**config.mk**
```make
export PLATFORM = sky130hd
export DESIGN_NAME = phyc_core
export DESIGN_NICKNAME = d
export VERILOG_FILES = /design/src/phyc_pkg.sv /design/src/phyc_core.sv /design/src/phyc_sync.sv
export VERILOG_INCLUDE_DIRS = /design/src
export SDC_FILE = /design/constraint.sdc
export NUM_CORES = 1
export LEC_CHECK = 0
export ABC_AREA = 1
export BUFFER_PORTS_ARGS = -buffer_cell sky130_fd_sc_hd__clkbuf_2
export CAP_MARGIN = 20
export CELL_PAD_IN_SITES_DETAIL_PLACEMENT = 1
export CELL_PAD_IN_SITES_GLOBAL_PLACEMENT = 2
export CORE_AREA = 2 2 176 126
export DETAILED_ROUTE_END_ITERATION = 12
export DIE_AREA = 0 0 178 128
export PLACE_DENSITY = 0.77
export SLEW_MARGIN = 10
export SYNTH_ARGS = -nofsm -noshare
export SYNTH_HDL_FRONTEND = slang
export SYNTH_SLANG_ARGS = --single-unit
```
**constraint.sdc**
```tcl
create_clock -name clk -period 1.8 [get_ports clk]
set_input_delay 0.36 -clock clk [delete_from_list [all_inputs] [get_ports clk]]
set_output_delay 0.36 -clock clk [all_outputs]
set_load 0.005 [all_outputs]
```
**src/phyc_consts.svh**
```systemverilog
// Constants for the 10 Mbps codec, carrier sense and far-end-fault slice.
// Assumes a 50 MHz core clock; included by the package and the core.
`ifndef PHYC_CONSTS_SVH
`define PHYC_CONSTS_SVH
`define PHYC_CLK_MHZ    50
`define PHYC_CYC_UP(ns) ((((ns) * `PHYC_CLK_MHZ) + 999) / 1000)
`define PHYC_CYC_DN(ns) (((ns) * `PHYC_CLK_MHZ) / 1000)
`define PHYC_IDX_CTRL   5'h00
`define PHYC_IDX_STAT   5'h01
`define PHYC_IDX_MODE   5'h11
`define PHYC_BIT_SRST   15
`define PHYC_BIT_RF     4
`define PHYC_BIT_LINK   2
`define PHYC_BIT_RPT    15
`define PHYC_CTRL_RST   16'h0000
`define PHYC_MODE_RST   16'h0000
`define PHYC_MII10_NS   400
`define PHYC_MII100_NS  40
`define PHYC_BIT_NS     100
`define PHYC_HALF1_NS   40
`define PHYC_SOI_NS     300
`define PHYC_BITQ_NS    75
`define PHYC_RXIDLE_NS  160
`define PHYC_LINKDN_NS  2000
`define PHYC_FXCLK_NS   160
`define PHYC_FAR_END_FAULT_PATTERN_ONES  84
`define PHYC_FAR_END_FAULT_PATTERN_HITS  3
`endif

```
**src/phyc_pkg.sv**
```systemverilog
// Types shared by the codec core and its pin synchroniser.
// Assumes phyc_consts.svh is on the include path.
`include "phyc_consts.svh"
package phyc_pkg;
  typedef enum logic [1:0] {
    PHYC_TX_IDLE = 2'b00,
    PHYC_TX_DATA = 2'b01,
    PHYC_TX_SOI  = 2'b10
  } phyc_tx_type;

  typedef struct packed {
    logic line_rx;
    logic rpt_strap;
    logic speed100;
    logic fiber;
    logic fx_sig_ok;
    logic fx_clk;
    logic fx_data;
  } phyc_pins_type;

  typedef struct packed {
    phyc_pins_type s1;
    phyc_pins_type s2;
    phyc_pins_type s3;
    phyc_pins_type q;
  } phyc_sync_type;

  typedef struct packed {
    logic       en;
    logic [3:0] d;
  } phyc_nib_type;

  typedef struct packed {
    logic [3:0]  mii_cnt;
    logic        mii_clk;
    logic        txen_s;
    phyc_tx_type tx_st;
    logic [3:0]  sh;
    logic [2:0]  bcyc;
    logic [1:0]  bidx;
    logic [3:0]  soi_cnt;
    logic        line_tx;
    logic        frame;
    logic        rx_prev;
    logic        carrier;
    logic [4:0]  since;
    logic [3:0]  rsh;
    logic [1:0]  rn;
    phyc_nib_type hold;
    logic [3:0]  rxd;
    logic        rxdv;
    logic        crs;
    logic [15:0] ctrl;
    logic [15:0] mode;
    logic        rf;
    logic [1:0]  hits;
    logic [6:0]  ones;
    logic        fxc_prev;
    logic [1:0]  fx_cnt;
    logic        fx_clk;
    logic [6:0]  fx_bits;
    logic        fx_tx;
    logic [6:0]  lk_cnt;
    logic        media_en;
    logic        an_restart;
    logic        pready;
    logic        pslverr;
    logic [31:0] prdata;
  } phyc_st_type;
endpackage

```
**src/phyc_core.sv**
```systemverilog
// 10 Mbps Manchester codec, carrier sense, reset handling and fiber fault pattern, APB registers.
// Assumes a 50 MHz clk; MII transmit inputs are launched by the MAC from the clock made here.
// Notes on behaviour
// - Serialize each nibble taken at 2.5MHz clock.
// - Manchester-encode, then add start-of-idle pulse.
// - Decode Manchester, drop trailing start-of-idle pulse.
// - Pack received bits into 4 bit nibbles.
// - Repeater when mode bit or strap set.
// - Repeater: carrier sense only on receive.
// - NIC: carrier sense on transmit and receive.
// - NIC mode by default.
// - Soft reset: control bit written one, then zero.
// - Any reset restores register reset values.
// - After reset drop link, restart negotiation.
// - Fault pattern: 84 ones, then one zero.
// - Three detected patterns set remote fault.
// - Failed incoming signal sends fault pattern.
// - Fault pattern only in fiber mode.
// - NIC carrier sense rises soon after enable.
// - Carrier sense falls soon after enable drops.
// - 100 Mbps frame ends soon after enable drops.
`timescale 1ns/100ps
`include "phyc_consts.svh"
module phyc_core (
  input  wire logic        clk,
  input  wire logic        rstn,
  input  wire logic        psel,
  input  wire logic        penable,
  input  wire logic        pwrite,
  input  wire logic [7:0]  paddr,
  input  wire logic [31:0] pwdata,
  output      logic [31:0] prdata,
  output      logic        pready,
  output      logic        pslverr,
  output      logic        mii_tx_clk,
  output      logic        mii_rx_clk,
  input  wire logic        mii_txen,
  input  wire logic [3:0]  mii_txd,
  output      logic [3:0]  mii_rxd,
  output      logic        mii_rxdv,
  output      logic        mii_crs,
  input  wire logic        line_rx,
  output      logic        line_tx,
  output      logic        frame_on_line,
  input  wire logic        repeater_strap_pin,
  input  wire logic        speed_100,
  input  wire logic        fiber_mode,
  input  wire logic        fx_signal_ok,
  input  wire logic        fx_rx_clk,
  input  wire logic        fx_rx_data,
  output      logic        fx_tx_clk,
  output      logic        fx_tx_data,
  output      logic        media_enable,
  output      logic        an_restart
);
  localparam logic [3:0] MII10_T  = 4'(`PHYC_CYC_DN(`PHYC_MII10_NS / 2) - 1);
  localparam logic [3:0] MII100_T = 4'(`PHYC_CYC_DN(`PHYC_MII100_NS / 2) - 1);
  localparam logic [2:0] BIT_T    = 3'(`PHYC_CYC_DN(`PHYC_BIT_NS) - 1);
  localparam logic [2:0] HALF1    = 3'(`PHYC_CYC_DN(`PHYC_HALF1_NS));
  localparam logic [3:0] SOI_T    = 4'(`PHYC_CYC_UP(`PHYC_SOI_NS) - 1);
  localparam logic [4:0] BITQ     = 5'(`PHYC_CYC_UP(`PHYC_BITQ_NS));
  localparam logic [4:0] RXIDLE   = 5'(`PHYC_CYC_DN(`PHYC_RXIDLE_NS));
  localparam logic [6:0] LK_T     = 7'(`PHYC_CYC_DN(`PHYC_LINKDN_NS) - 1);
  localparam logic [1:0] FX_T     = 2'(`PHYC_CYC_UP(`PHYC_FXCLK_NS / 2) - 1);
  localparam logic [6:0] ONES     = 7'(`PHYC_FAR_END_FAULT_PATTERN_ONES);
  localparam logic [1:0] HITS_T   = 2'(`PHYC_FAR_END_FAULT_PATTERN_HITS - 1);

  phyc_pkg::phyc_st_type   q;
  phyc_pkg::phyc_st_type   d;
  phyc_pkg::phyc_pins_type pin_raw;
  phyc_pkg::phyc_pins_type p;
  logic                    rpt;
  logic                    srst;
  logic                    far_end_fault_pattern_hit;
  logic                    take;
  logic                    tick;
  logic                    rise;
  logic                    fall;
  logic                    fx_rise;
  logic                    fx_tick;
  logic                    acc;
  logic                    bit_now;

  function automatic logic at_idx(input logic [7:0] a, input logic [4:0] idx);
    at_idx = (a == {1'b0, idx, 2'b00});
  endfunction

  function automatic logic [31:0] rd_word(input phyc_pkg::phyc_st_type s, input logic [7:0] a);
    rd_word = 32'h0000_0000;
    if (at_idx(a, `PHYC_IDX_CTRL)) begin
      rd_word[15:0] = s.ctrl;
    end else if (at_idx(a, `PHYC_IDX_MODE)) begin
      rd_word[15:0] = s.mode;
    end else if (at_idx(a, `PHYC_IDX_STAT)) begin
      rd_word[`PHYC_BIT_RF]   = s.rf;
      rd_word[`PHYC_BIT_LINK] = s.media_en;
    end
  endfunction

  assign pin_raw = '{line_rx: line_rx, rpt_strap: repeater_strap_pin, speed100: speed_100,
                     fiber: fiber_mode, fx_sig_ok: fx_signal_ok, fx_clk: fx_rx_clk,
                     fx_data: fx_rx_data};

  phyc_sync u_sync (
    .clk  (clk),
    .rstn (rstn),
    .din  (pin_raw),
    .dout (p)
  );

  assign rpt = q.mode[`PHYC_BIT_RPT] | p.rpt_strap;

  always_comb begin
    d            = q;
    d.an_restart = 1'b0;
    d.pready     = 1'b0;
    srst         = 1'b0;
    far_end_fault_pattern_hit     = 1'b0;
    take         = 1'b0;

    // MII clock: both directions share one divided clock.
    tick      = (q.mii_cnt == (p.speed100 ? MII100_T : MII10_T));
    d.mii_cnt = tick ? 4'h0 : q.mii_cnt + 4'h1;
    if (tick) begin
      d.mii_clk = ~q.mii_clk;
    end
    rise = tick & ~q.mii_clk;
    fall = tick & q.mii_clk;
    if (rise) begin
      d.txen_s = mii_txen;
    end

    // Transmit: one nibble lasts exactly four bit times, so reloads meet the next rising edge.
    bit_now = q.sh[q.bidx];
    unique case (q.tx_st)
      phyc_pkg::PHYC_TX_IDLE: begin
        d.line_tx = 1'b0;
        if (rise && mii_txen && !p.speed100) begin
          d.sh    = mii_txd;
          d.tx_st = phyc_pkg::PHYC_TX_DATA;
          d.bcyc  = 3'h0;
          d.bidx  = 2'h0;
        end
      end
      phyc_pkg::PHYC_TX_DATA: begin
        d.line_tx = (q.bcyc < HALF1) ? ~bit_now : bit_now;
        d.bcyc    = (q.bcyc == BIT_T) ? 3'h0 : q.bcyc + 3'h1;
        if (q.bcyc == BIT_T) begin
          d.bidx = q.bidx + 2'h1;
          if (q.bidx == 2'h3) begin
            if (rise && mii_txen) begin
              d.sh = mii_txd;
            end else begin
              d.tx_st   = phyc_pkg::PHYC_TX_SOI;
              d.soi_cnt = 4'h0;
            end
          end
        end
      end
      phyc_pkg::PHYC_TX_SOI: begin
        // Held high, then released to idle, giving the idle pulse after the last bit.
        d.line_tx = 1'b1;
        d.soi_cnt = q.soi_cnt + 4'h1;
        if (q.soi_cnt == SOI_T) begin
          d.tx_st = phyc_pkg::PHYC_TX_IDLE;
        end
      end
      default: begin
        d.tx_st = phyc_pkg::PHYC_TX_IDLE;
      end
    endcase
    d.frame = p.speed100 ? q.txen_s : (q.tx_st != phyc_pkg::PHYC_TX_IDLE);

    // Receive: a transition counts as a mid-bit one only after three quarters of a bit time.
    d.rx_prev = p.line_rx;
    if (!p.speed100 && (p.line_rx != q.rx_prev) && (q.carrier ? (q.since >= BITQ) : p.line_rx)) begin
      take      = 1'b1;
      d.carrier = 1'b1;
      d.since   = 5'h00;
    end else if (q.since != 5'h1F) begin
      d.since = q.since + 5'h01;
    end
    // The idle pulse has no mid-bit edge, so it times out here and a partial nibble is dropped.
    if (!take && q.carrier && (q.since >= RXIDLE)) begin
      d.carrier = 1'b0;
      d.rn      = 2'h0;
    end
    if (fall) begin
      if (q.hold.en) begin
        d.rxd     = q.hold.d;
        d.rxdv    = 1'b1;
        d.hold.en = 1'b0;
      end else if (!q.carrier) begin
        d.rxdv = 1'b0;
      end
    end
    if (take) begin
      d.rsh = {p.line_rx, q.rsh[3:1]};
      d.rn  = q.rn + 2'h1;
      if (q.rn == 2'h3) begin
        d.hold = '{en: 1'b1, d: {p.line_rx, q.rsh[3:1]}};
      end
    end

    d.crs = q.carrier | (~rpt & q.txen_s);

    // APB: setup cycle latches the answer, access cycle commits the write or read effect.
    if (psel && !penable && !q.pready) begin
      d.pready  = 1'b1;
      d.pslverr = ~(at_idx(paddr, `PHYC_IDX_CTRL) | at_idx(paddr, `PHYC_IDX_STAT) |
                    at_idx(paddr, `PHYC_IDX_MODE));
      d.prdata  = rd_word(q, paddr);
    end
    acc = psel & penable & q.pready;
    if (acc && pwrite && at_idx(paddr, `PHYC_IDX_CTRL)) begin
      d.ctrl = pwdata[15:0];
      srst   = q.ctrl[`PHYC_BIT_SRST] & ~pwdata[`PHYC_BIT_SRST];
    end
    if (acc && pwrite && at_idx(paddr, `PHYC_IDX_MODE)) begin
      d.mode = pwdata[15:0];
    end
    // Only a fault that the read actually returned is cleared.
    if (acc && !pwrite && at_idx(paddr, `PHYC_IDX_STAT) && q.prdata[`PHYC_BIT_RF]) begin
      d.rf   = 1'b0;
      d.hits = 2'h0;
    end

    // Fiber receive: sample data on the rising edge of the recovered link clock.
    d.fxc_prev = p.fx_clk;
    fx_rise    = p.fx_clk & ~q.fxc_prev;
    if (!p.fiber) begin
      d.ones = 7'h00;
    end else if (fx_rise) begin
      if (p.fx_data) begin
        d.ones = (q.ones == 7'h7F) ? q.ones : q.ones + 7'h01;
      end else begin
        far_end_fault_pattern_hit = (q.ones == ONES);
        d.ones   = 7'h00;
      end
    end
    if (far_end_fault_pattern_hit) begin
      if (q.hits != 2'h3) begin
        d.hits = q.hits + 2'h1;
      end
      if (q.hits >= HITS_T) begin
        d.rf = 1'b1;
      end
    end

    // Fiber transmit: this end makes its own link clock and changes data on its falling edge.
    fx_tick  = (q.fx_cnt == FX_T);
    d.fx_cnt = fx_tick ? 2'h0 : q.fx_cnt + 2'h1;
    if (fx_tick) begin
      d.fx_clk = ~q.fx_clk;
    end
    if (fx_tick && q.fx_clk) begin
      if (p.fiber && !p.fx_sig_ok) begin
        d.fx_tx   = (q.fx_bits != ONES);
        d.fx_bits = (q.fx_bits == ONES) ? 7'h00 : q.fx_bits + 7'h01;
      end else begin
        d.fx_tx   = 1'b0;
        d.fx_bits = 7'h00;
      end
    end

    // Link stays down for a while after any reset, then negotiation restarts.
    if (!q.media_en) begin
      if (q.lk_cnt == LK_T) begin
        d.media_en   = 1'b1;
        d.an_restart = 1'b1;
      end else begin
        d.lk_cnt = q.lk_cnt + 7'h01;
      end
    end

    if (srst) begin
      d.ctrl     = `PHYC_CTRL_RST;
      d.mode     = `PHYC_MODE_RST;
      d.rf       = 1'b0;
      d.hits     = 2'h0;
      d.ones     = 7'h00;
      d.media_en = 1'b0;
      d.lk_cnt   = 7'h00;
    end
  end

  // The hardware reset pin is rstn; its length is the host's business.
  always_ff @(posedge clk or negedge rstn) begin
    if (!rstn) begin
      q      <= '0;
      q.ctrl <= `PHYC_CTRL_RST;
      q.mode <= `PHYC_MODE_RST;
    end else begin
      q <= d;
    end
  end

  assign prdata        = q.prdata;
  assign pready        = q.pready;
  assign pslverr       = q.pslverr;
  assign mii_tx_clk    = q.mii_clk;
  assign mii_rx_clk    = q.mii_clk;
  assign mii_rxd       = q.rxd;
  assign mii_rxdv      = q.rxdv;
  assign mii_crs       = q.crs;
  assign line_tx       = q.line_tx;
  assign frame_on_line = q.frame;
  assign fx_tx_clk     = q.fx_clk;
  assign fx_tx_data    = q.fx_tx;
  assign media_enable  = q.media_en;
  assign an_restart    = q.an_restart;
endmodule // phyc_core

```
**src/phyc_sync.sv**
```systemverilog
// Three-stage synchroniser for all pins that arrive from outside the clock domain.
// Assumes pins are static for at least three clocks around each change.
`timescale 1ns/100ps
module phyc_sync (
  input  wire logic                    clk,
  input  wire logic                    rstn,
  input  wire phyc_pkg::phyc_pins_type din,
  output      phyc_pkg::phyc_pins_type dout
);
  phyc_pkg::phyc_sync_type q;
  phyc_pkg::phyc_sync_type d;

  // The first stage feeds only the second; a bit moves once stages two and three agree.
  always_comb begin
    d    = q;
    d.s1 = din;
    d.s2 = q.s1;
    d.s3 = q.s2;
    d.q  = (q.s2 & q.s3) | (q.q & (q.s2 ^ q.s3));
  end

  always_ff @(posedge clk or negedge rstn) begin
    if (!rstn) begin
      q <= '0;
    end else begin
      q <= d;
    end
  end

  assign dout = q.q;
endmodule // phyc_sync
```
==> Word-level counts from Yosys, hierarchy flattened <==
Index checks and enable logic that the tools add are counted.
{ "totals": {"reg_bits": 156, "inputBits": 57, "out_inout_bits": 48, "word_cells": 237} }
{ "classes": {"add_sub_neg": 11, "magnitude_cmp": 5, "eq_ne": 29, "muxes": 63, "bitwise": 22, "n_reduce_logical": 43} }
{ "ops": {"columns": ["op", "count"], "rows": [
  ["two-way mux 7 bit", 7],
  ["two-way mux 16 bit", 3],
  ["two-way mux 42 bit", 1],
  ["two-way mux 34 bit", 1],
  ["equality test 7 bit, second input constant", 4],
  ["two-way mux 11 bit", 2],
  ["adder 7 x 1 -> 7 bit, second input constant", 3],
  ["two-way mux 1 bit", 20],
  ["two-way mux 4 bit", 5],
  ["two-way mux 6 bit", 3],
  ["inequality test 2 bit, second input constant", 9],
  ["one-hot mux 9 bit (2 select lines)", 1],
  ["logical AND 1 bit", 16],
  ["two-way mux 8 bit", 2],
  ["nonzero test 2 bit", 8],
  ["two-way mux 5 bit", 3],
  ["AND 7 bit", 2],
  ["two-way mux 2 bit", 7],
  ["AND reduction 2 bit", 6],
  ["AND reduction 5 bit", 2],
  ["two-way mux 3 bit", 3],
  ["two-way mux 9 bit", 1],
  ["adder 2 x 1 -> 2 bit, second input constant", 4],
  ["adder 4 x 1 -> 4 bit, second input constant", 2],
  ["35 further kinds", 58]
]} }

==> Depth between registers and ports, before layout <==
Gate-level depths: netlist of the first run.
{ "depth": {"depth_word": 9, "mapped_depth": 11, "depth_no_buf": 10} }

==> Cells and area by module <==
From an unflattened synthesis of the first run, not the netlist that was laid out.
{ "hier_totals": {"hier_cells": 824, "hier_area_um2": 7308.3} }
{ "modules_own_cells": {"columns": ["module", "instances", "cells_per_inst", "area_per_inst_um2", "seq_area_each_um2"], "rows": [
  ["phyc_core", 1, 761, 6388.6, 3178.0],
  ["phyc_sync", 1, 63, 919.6, 700.7]
]} }

==> Worst setup path before layout of the first run <==
No wires, ideal clock.
{ "synth_path": {"kind": "register -> register", "start": "register q[137] (netlist name)", "end": "register q[128] (netlist name)", "setup_ns": 0.065, "t_arrival_ns": 1.493, "t_required_ns": 1.735, "slack_ns": 0.242, "path_stages_with_launch": 10, "path_buffers": 2, "period_less_slack_ns": 1.558, "cell_sequence": "dfrtp_1 > inv_1 > ha_1 > clkbuf_2 > inv_1 > or2_2 > nand2_1 > buf_4 > nand3b_1 > nand2_1"} }
{ "synth_between": {"elab_chain_cells": 3, "word_cells_on_any_way": 7, "cone_classes": "3 x eq/ne; 1 x mux; 3 x reduce/logical"} }
{ "synth_lines": {"columns": ["element", "line_no", "text"], "rows": [
  ["start: declaration", "phyc_core.sv:68", "phyc_pkg::phyc_st_type q;"],
  ["equality test 2 x 1 -> 1 bit / zero test 2 bit (equally long branches)", "phyc_core.sv:135", "unique case (q.tx_st)"],
  ["inequality test 2 bit (no source line) / nonzero test 2 bit (equally long branches)", null, null],
  ["AND reduction 3 bit (no source line)", null, null]
]} }
Several ways; a longest one is shown, not always the timed one.
A chain may end at the register's enable or synchronous reset.

==> Worst setup path after layout of the first run <==
{ "layout_path": {"start": "register q[55] (netlist name)", "end": "register q[55] (netlist name)"} }
{ "layout_between": {"elab_chain_cells": 6, "word_cells_on_any_way": 9, "cone_classes": "1 x add/sub; 2 x eq/ne; 5 x mux; 1 x reduce/logical"} }
{ "layout_lines": {"columns": ["element", "line_no", "text"], "rows": [
  ["adder 7 x 1 -> 7 bit", "phyc_core.sv:235", "d.ones = (q.ones == 7'h7F) ? q.ones : q.ones + 7'h01;"],
  ["two-way mux 7 bit", "phyc_core.sv:235", null],
  ["two-way mux 7 bit", "phyc_core.sv:234", "if (p.fx_data) begin"],
  ["two-way mux 7 bit", "phyc_core.sv:233", "end else if (fx_rise) begin"],
  ["two-way mux 7 bit", "phyc_core.sv:231", "if (!p.fiber) begin"],
  ["two-way mux 42 bit", "phyc_core.sv:276", "if (srst) begin"]
]} }
Several ways; a longest one is shown, not always the timed one. The select of a mux whose other input is x is not followed.

==> results.toml, run 1 <==
[run_status]
status = "completed"

[grt]
grt_usage_pct = 15.6
overflow = 0
first_global_vias = 5565
antenna_found_initial = 0
grt_max_degree = 46
grt_pass1_wl_um = 27900

[sta]
fin_skew_ns = 0.0120
period_share_pct = 90.7
rsz0062_at_grt = "false"
slew_violations = 0
setup_viol = 0
fmax_mhz = 613
fin_crit_ns = 1.63
hold_violations = 0
fin_setup_tns_ns = 0

[routing]
drc = 0
dr_wl_met3_um = 488
drtPass1Iterations = 4
wl_met1_um = 8730
vias_per_cell = 4.60
wl_met2_um = 7010
wirelength_um = 16400
drt_iter0_markers = 258
highest_layer = "met4"
ant_nets = 0
wl_per_cell_um = 13.9
via_count = 5433

[critical_path]
cp_top_family = "simple AND/OR/NAND/NOR gates"
cp_data_arrival_time_ns = 2.00
cp_max_fo = 7
cp_cell_sequence = "ha_1 -> nand3_1 -> inv_1 -> nand3_1 -> inv_1 -> nand4_2 -> nand2_4 -> nand2_1 -> nand2_1"
critPathMaxStageDelay_ns = 0.36
worstSetupPathType = "register to register"
r2r-start = "q[55]"
r2r_end = "q[55]"
critPathBufInv = 2
crit_path_top_delay_cell = "dfrtp_1"
r2r_slack_ns = 0.17
worstPathRequired_ns = 2.17
r2r_cells = 9
start_kind = "register"
worst_setup_path_end_kind = "register"

[yosys]
avgSynthCellArea_um2 = 9.08
seq_area_frac_synth_pct = 53.3
synth_cells = 801
syn_area_um2 = 7280
ys_warn_count = 0
synth_seq_cells = 155
netlist-cell-type-count = 41

[run]
maxCapViolCount = 0

[cells_and_area]
num_antenna_cells = 0
fin_nets = 973
fillers = 2513
syn2layout_area_growth_pct = 17.4
drive_gt1_share_pct = 17.7

[clock_tree]
clk_pin_slew_ns = 0.06
cts_max_path_buffers = 2
htreeDepth = 4
insertion_delay_ns = 0.44
cts_buffers = 17
root_buffer = "clkbuf_16"
cts_sinks = 155
cts_tree = "done"

[die]
rows = 45
ios = 105
die-area_um2 = 22800
coreArea_um2 = 21200
fp.dieW_um = 178
die_h_um = 128
start_util_pct = 34.3

[place]
gp_congestion = 0.775
detailed_place_hpwl_um = 11400
port_buffers = 72

[pwr]
seqPwrFrac_pct = 43.8
power_density_nw_per_um2 = 1170
sw_frac_of_total_pct = 30.9
vdd_ir_drop_max_v = 0.000673
combPwrFrac_pct = 20.5
p_int_mw = 6.90
p_sw_mw = 3.09
power_mw = 9.98
p_clk_share_pct = 35.8
p_leak_nw = 4.50

[hold_path]
min_to = "u_sync.d[17]"
min_path_cells = 1
hold_path_class = "input pin to register"
hp-start = "fiber_mode"
==> kinds of logic (layout without fill, tap and decap cells) <==
| family | Yosys count | count (layout) | share of synthesized area, % |
|---|---|---|---|
| AND/OR/NAND/NOR | 357 | 357 | 21.8 |
| flip-flops | 155 | 155 | 53.3 |
| AO/OA/AOI/OAI | 103 | 103 | 8.72 |
| buffers and inverters | 144 | 226 | 9.63 |
| adder cells (fa/ha/maj) | 30 | 30 | 5.16 |
| other | 1 | 16 | 0.0515 |
| XOR/XNOR | 11 | 11 | 1.32 |
==> worst max-delay path by stage <==
stage | start | to | slack [ns] | depth (start not counted)
6_report | q[55] | q[55] | 0.17 | 9
5_1_grt | q[137] | q[123] | 0.005 | 8
4_1_cts | q[136] | q[135] | 0.05 | 7
3_5_place_dp | q[136] | q[135] | 0.05 | 7
3_3_place_gp | q[136] | q[135] | 0.09 | 7
2_1_floorplan | q[137] | q[128] | 0.24 | 9
==> layout make-up <==
type	count	area, µm²	area share (%)
multi-input cells	517	2760	32.3
repair buffers	104	634	7.43
clock buffers	21	460	5.39
well taps	282	353	4.13
clock inverters	10	116	1.36
flip-flops and latches	155	3880	45.4
inverters	91	342	4.00
==> layer usage <==
metal	GRT usage, %	vias to the layer above
met5	0	-
met4	5.26	0
met3	3.80	17
met2	22.6	64
met1	22.9	2635
li1	-	2717
==> cells in the final DEF (no fill, tap or decap), drive strengths merged, types with 3 or more instances in the layout <==
cell type and instances:
clkinv 4, dfrtp 155, conb 16, xnor2 3, nand4 15, ha 30
o22ai 21, a21oi 9, nand3b 5, nand3 50, clkbuf 92, a21o 7
nand2 218, o21ai 45, buf 32, o2bb2ai 15, or2 3, nor2 52
xor2 8, nor3 13, inv 93
==> what timing repair did <==
action / 4_1_cts / 5_1_grt
endpoints found under the setup margin: 0 / 9
hold buffers: 1 / 0
setup buffers: 0 / 0
gates resized for setup: 0 / 3
endpoints found under the hold margin: 30 / 0
==> power groups by stage <==
| stage | clock network [mW] | logic [mW] | registers [mW] |
|---|---|---|---|
| 2_1_floorplan | 0 | 1.40 | 4.33 |
| 3_3_place_gp | 0 | 1.99 | 4.42 |
| 3_5_place_dp | 0 | 2.05 | 4.43 |
| 4_1_cts | 3.70 | 2.09 | 4.37 |
| 5_1_grt | 3.85 | 2.41 | 4.45 |
| 6_report | 3.57 | 2.04 | 4.37 |
==> state kept, by name, indices dropped and copies added (netlist names), 4 cells and up <==
register     cells
u_sync.d        14
u_sync.dout      7
prdata          16
q               96
mii_rxd          4
u_sync.q         7
==> stage by stage <==
stage	cells	setup WS [ns]	util, %	hold WS (ns)	instance area, µm²
2_1_floorplan	816	0.242	-	0.0644	7330
3_3_place_gp	1148	0.0944	37.5	0.287	7950
6_report	1180	0.168	40.2	0.0291	8540
3_5_place_dp	1148	0.0502	37.5	0.289	7950
5_1_grt	1180	0.00545	40.2	0.00802	8540
4_1_cts	1180	0.0520	40.2	0.00593	8540
==> Yosys cell counts, drive strengths merged <==
cell	instances	area share [%]
or2	3	0.26
a22o	1	0.12
buf	47	4.6
nand3	50	3.4
xor2	8	0.96
a31oi	1	0.086
ha	30	5.2
nor3	13	0.96
o2bb2ai	15	1.8
conb	1	0.052
a211oi	2	0.21
o21ai	45	3.1
nand4	15	1.6
nand3b	5	0.74
a21o	7	0.72
o31ai	1	0.10
clkbuf	6	0.33
o21bai	1	0.10
dfrtp	155	53
xnor2	3	0.36
a21oi	9	0.62
nor2	52	3.2
o22ai	21	1.8
inv	91	4.7
nor4	1	0.17
nand2	218	11
No activity file was read; power rests on OpenSTA's default activity.
==> inputs of run 2 (changes only) <==
- MAX_ROUTING_LAYER: unset -> met4
==> results.toml, run 2 (same netlist as run 1, synthesis figures left out) <==
[cells_and_area]
layout.cells.most_common = "nand2_1"
drive_gt1_share_pct = 17.7
fin_nets = 973
fillers = 2513
largest_register_ffs = 96
final_cell_mix = "212 x nand2_1, 153 x dfrtp_1, 87 x inv_1"
syn2layout_area_growth_pct = 17.4
regMostFlops = "q"
num_antenna_cells = 0
design_area_um2 = 8540

[routing]
ant_nets = 0
drtPass1Iterations = 4
wirelength_um = 16500
drc = 0
wl_per_cell_um = 13.9
via_count = 5429
vias_per_cell = 4.60
drt_iter0_markers = 254

[die]
ios = 105
rows = 45
start_util_pct = 34.3
coreArea_um2 = 21200
die_h_um = 128
die-area_um2 = 22800
fp.dieW_um = 178

[grt]
grt_max_degree = 46
use_met2_pct = 22.5
met1_usage_pct = 22.9
grt_usage_pct = 16.1
grt.busiest_layer = "met1"
grt_pass1_wl_um = 27900
antenna_found_initial = 0
overflow = 0
use_met3_pct = 3.80
first_global_vias = 5562

[clock_tree]
cts_max_path_buffers = 2
cts_sinks = 155
insertion_delay_ns = 0.44
root_buffer = "clkbuf_16"
clk_pin_slew_ns = 0.06
cts_tree = "done"
postCtsSetupRepairBufs = 0
cts_buffers = 17
htreeDepth = 4

[hold_path]
min_path_cells = 1
hold_path_class = "input pin to register"

[sta]
slew_violations = 0
fin_setup_tns_ns = 0
hold_violations = 0
period_share_pct = 90.7
setup_viol = 0
fin_crit_ns = 1.63
fin_skew_ns = 0.0124
fmax_mhz = 613
rsz0062_at_grt = "false"

[critical_path]
cp_data_arrival_time_ns = 2.00
worst_setup_path_end_kind = "register"
start_kind = "register"
worstSetupPathType = "register to register"
worstPathRequired_ns = 2.17
cp_max_fo = 7
r2r_cells = 9

[place]
placed_area_um2 = 7950
port_buffers = 72
gp_congestion = 0.786
detailed_place_hpwl_um = 11400

[pwr]
power_density_nw_per_um2 = 1170
vdd_ir_drop_max_v = 0.000674
p_leak_nw = 4.50
power_mw = 9.99

[run]
maxCapViolCount = 0

[run_status]
status = "completed"
[run 2: per-stage QoR]
stage	utilization (%)	std cells	hold slack (ns)	setup slack [ns]
floorplan	-	816	0.0644	0.242
global placement	37.5	1148	0.287	0.0944
detailed placement	37.5	1148	0.289	0.0502
CTS	40.2	1180	0.00593	0.0520
global route	40.2	1180	0.00802	0.00545
finish	40.2	1180	0.0287	0.168
[run 2: critical path, cell delays in order, from the launching register on]
cell     delay, ns
dfrtp_1       0.36
ha_1          0.21
nand3_1       0.14
inv_1         0.11
nand3_1       0.10
inv_1         0.08
nand4_2       0.25
nand2_4       0.21
nand2_1       0.06
nand2_1       0.06
[run 2: area by class of cell]
class	count	area [µm²]	share of cell area, %
multi-input combinational	517	2760	32.3
inverter	91	342	4.00
clock inverter	10	116	1.36
timing repair buffer	104	634	7.43
clock buffer	21	460	5.39
sequential	155	3880	45.4
tap	282	353	4.13
[run 2: what timing repair did]
action                                 CTS  global route
setup endpoints to repair                0             9
endpoints found under the hold margin   30             0
hold buffers                             1             0
resized for setup                        0             3
[run 2: routing by layer]
| layer | share of wire [%] | vias to the layer above |
|---|---|---|
| met3 | 2.8 | 17 |
| li1 | - | 2718 |
| met2 | 43 | 55 |
| met5 | 0 | - |
| met1 | 53 | 2639 |
| met4 | 1.3 | 0 |
[run 2: path summary, 6_finish.rpt]
kind                                   start      endpoint  slack [ns]
worst max-delay path                   q[55]         q[55]        0.17
max in group asynchronous               rstn         q[72]        0.84
min in group asynchronous               rstn         q[36]        0.38
worst min-delay path              fiber_mode  u_sync.d[17]        0.03
worst max register to register         q[55]         q[55]        0.17
worst min register to register  u_sync.d[17]  u_sync.d[10]        0.35
[run 2: where the power goes]
group / internal [mW] / switching, mW
combinational: 0.807 / 1.24
sequential: 3.98 / 0.388
clock: 2.11 / 1.46
total: 6.90 / 3.09
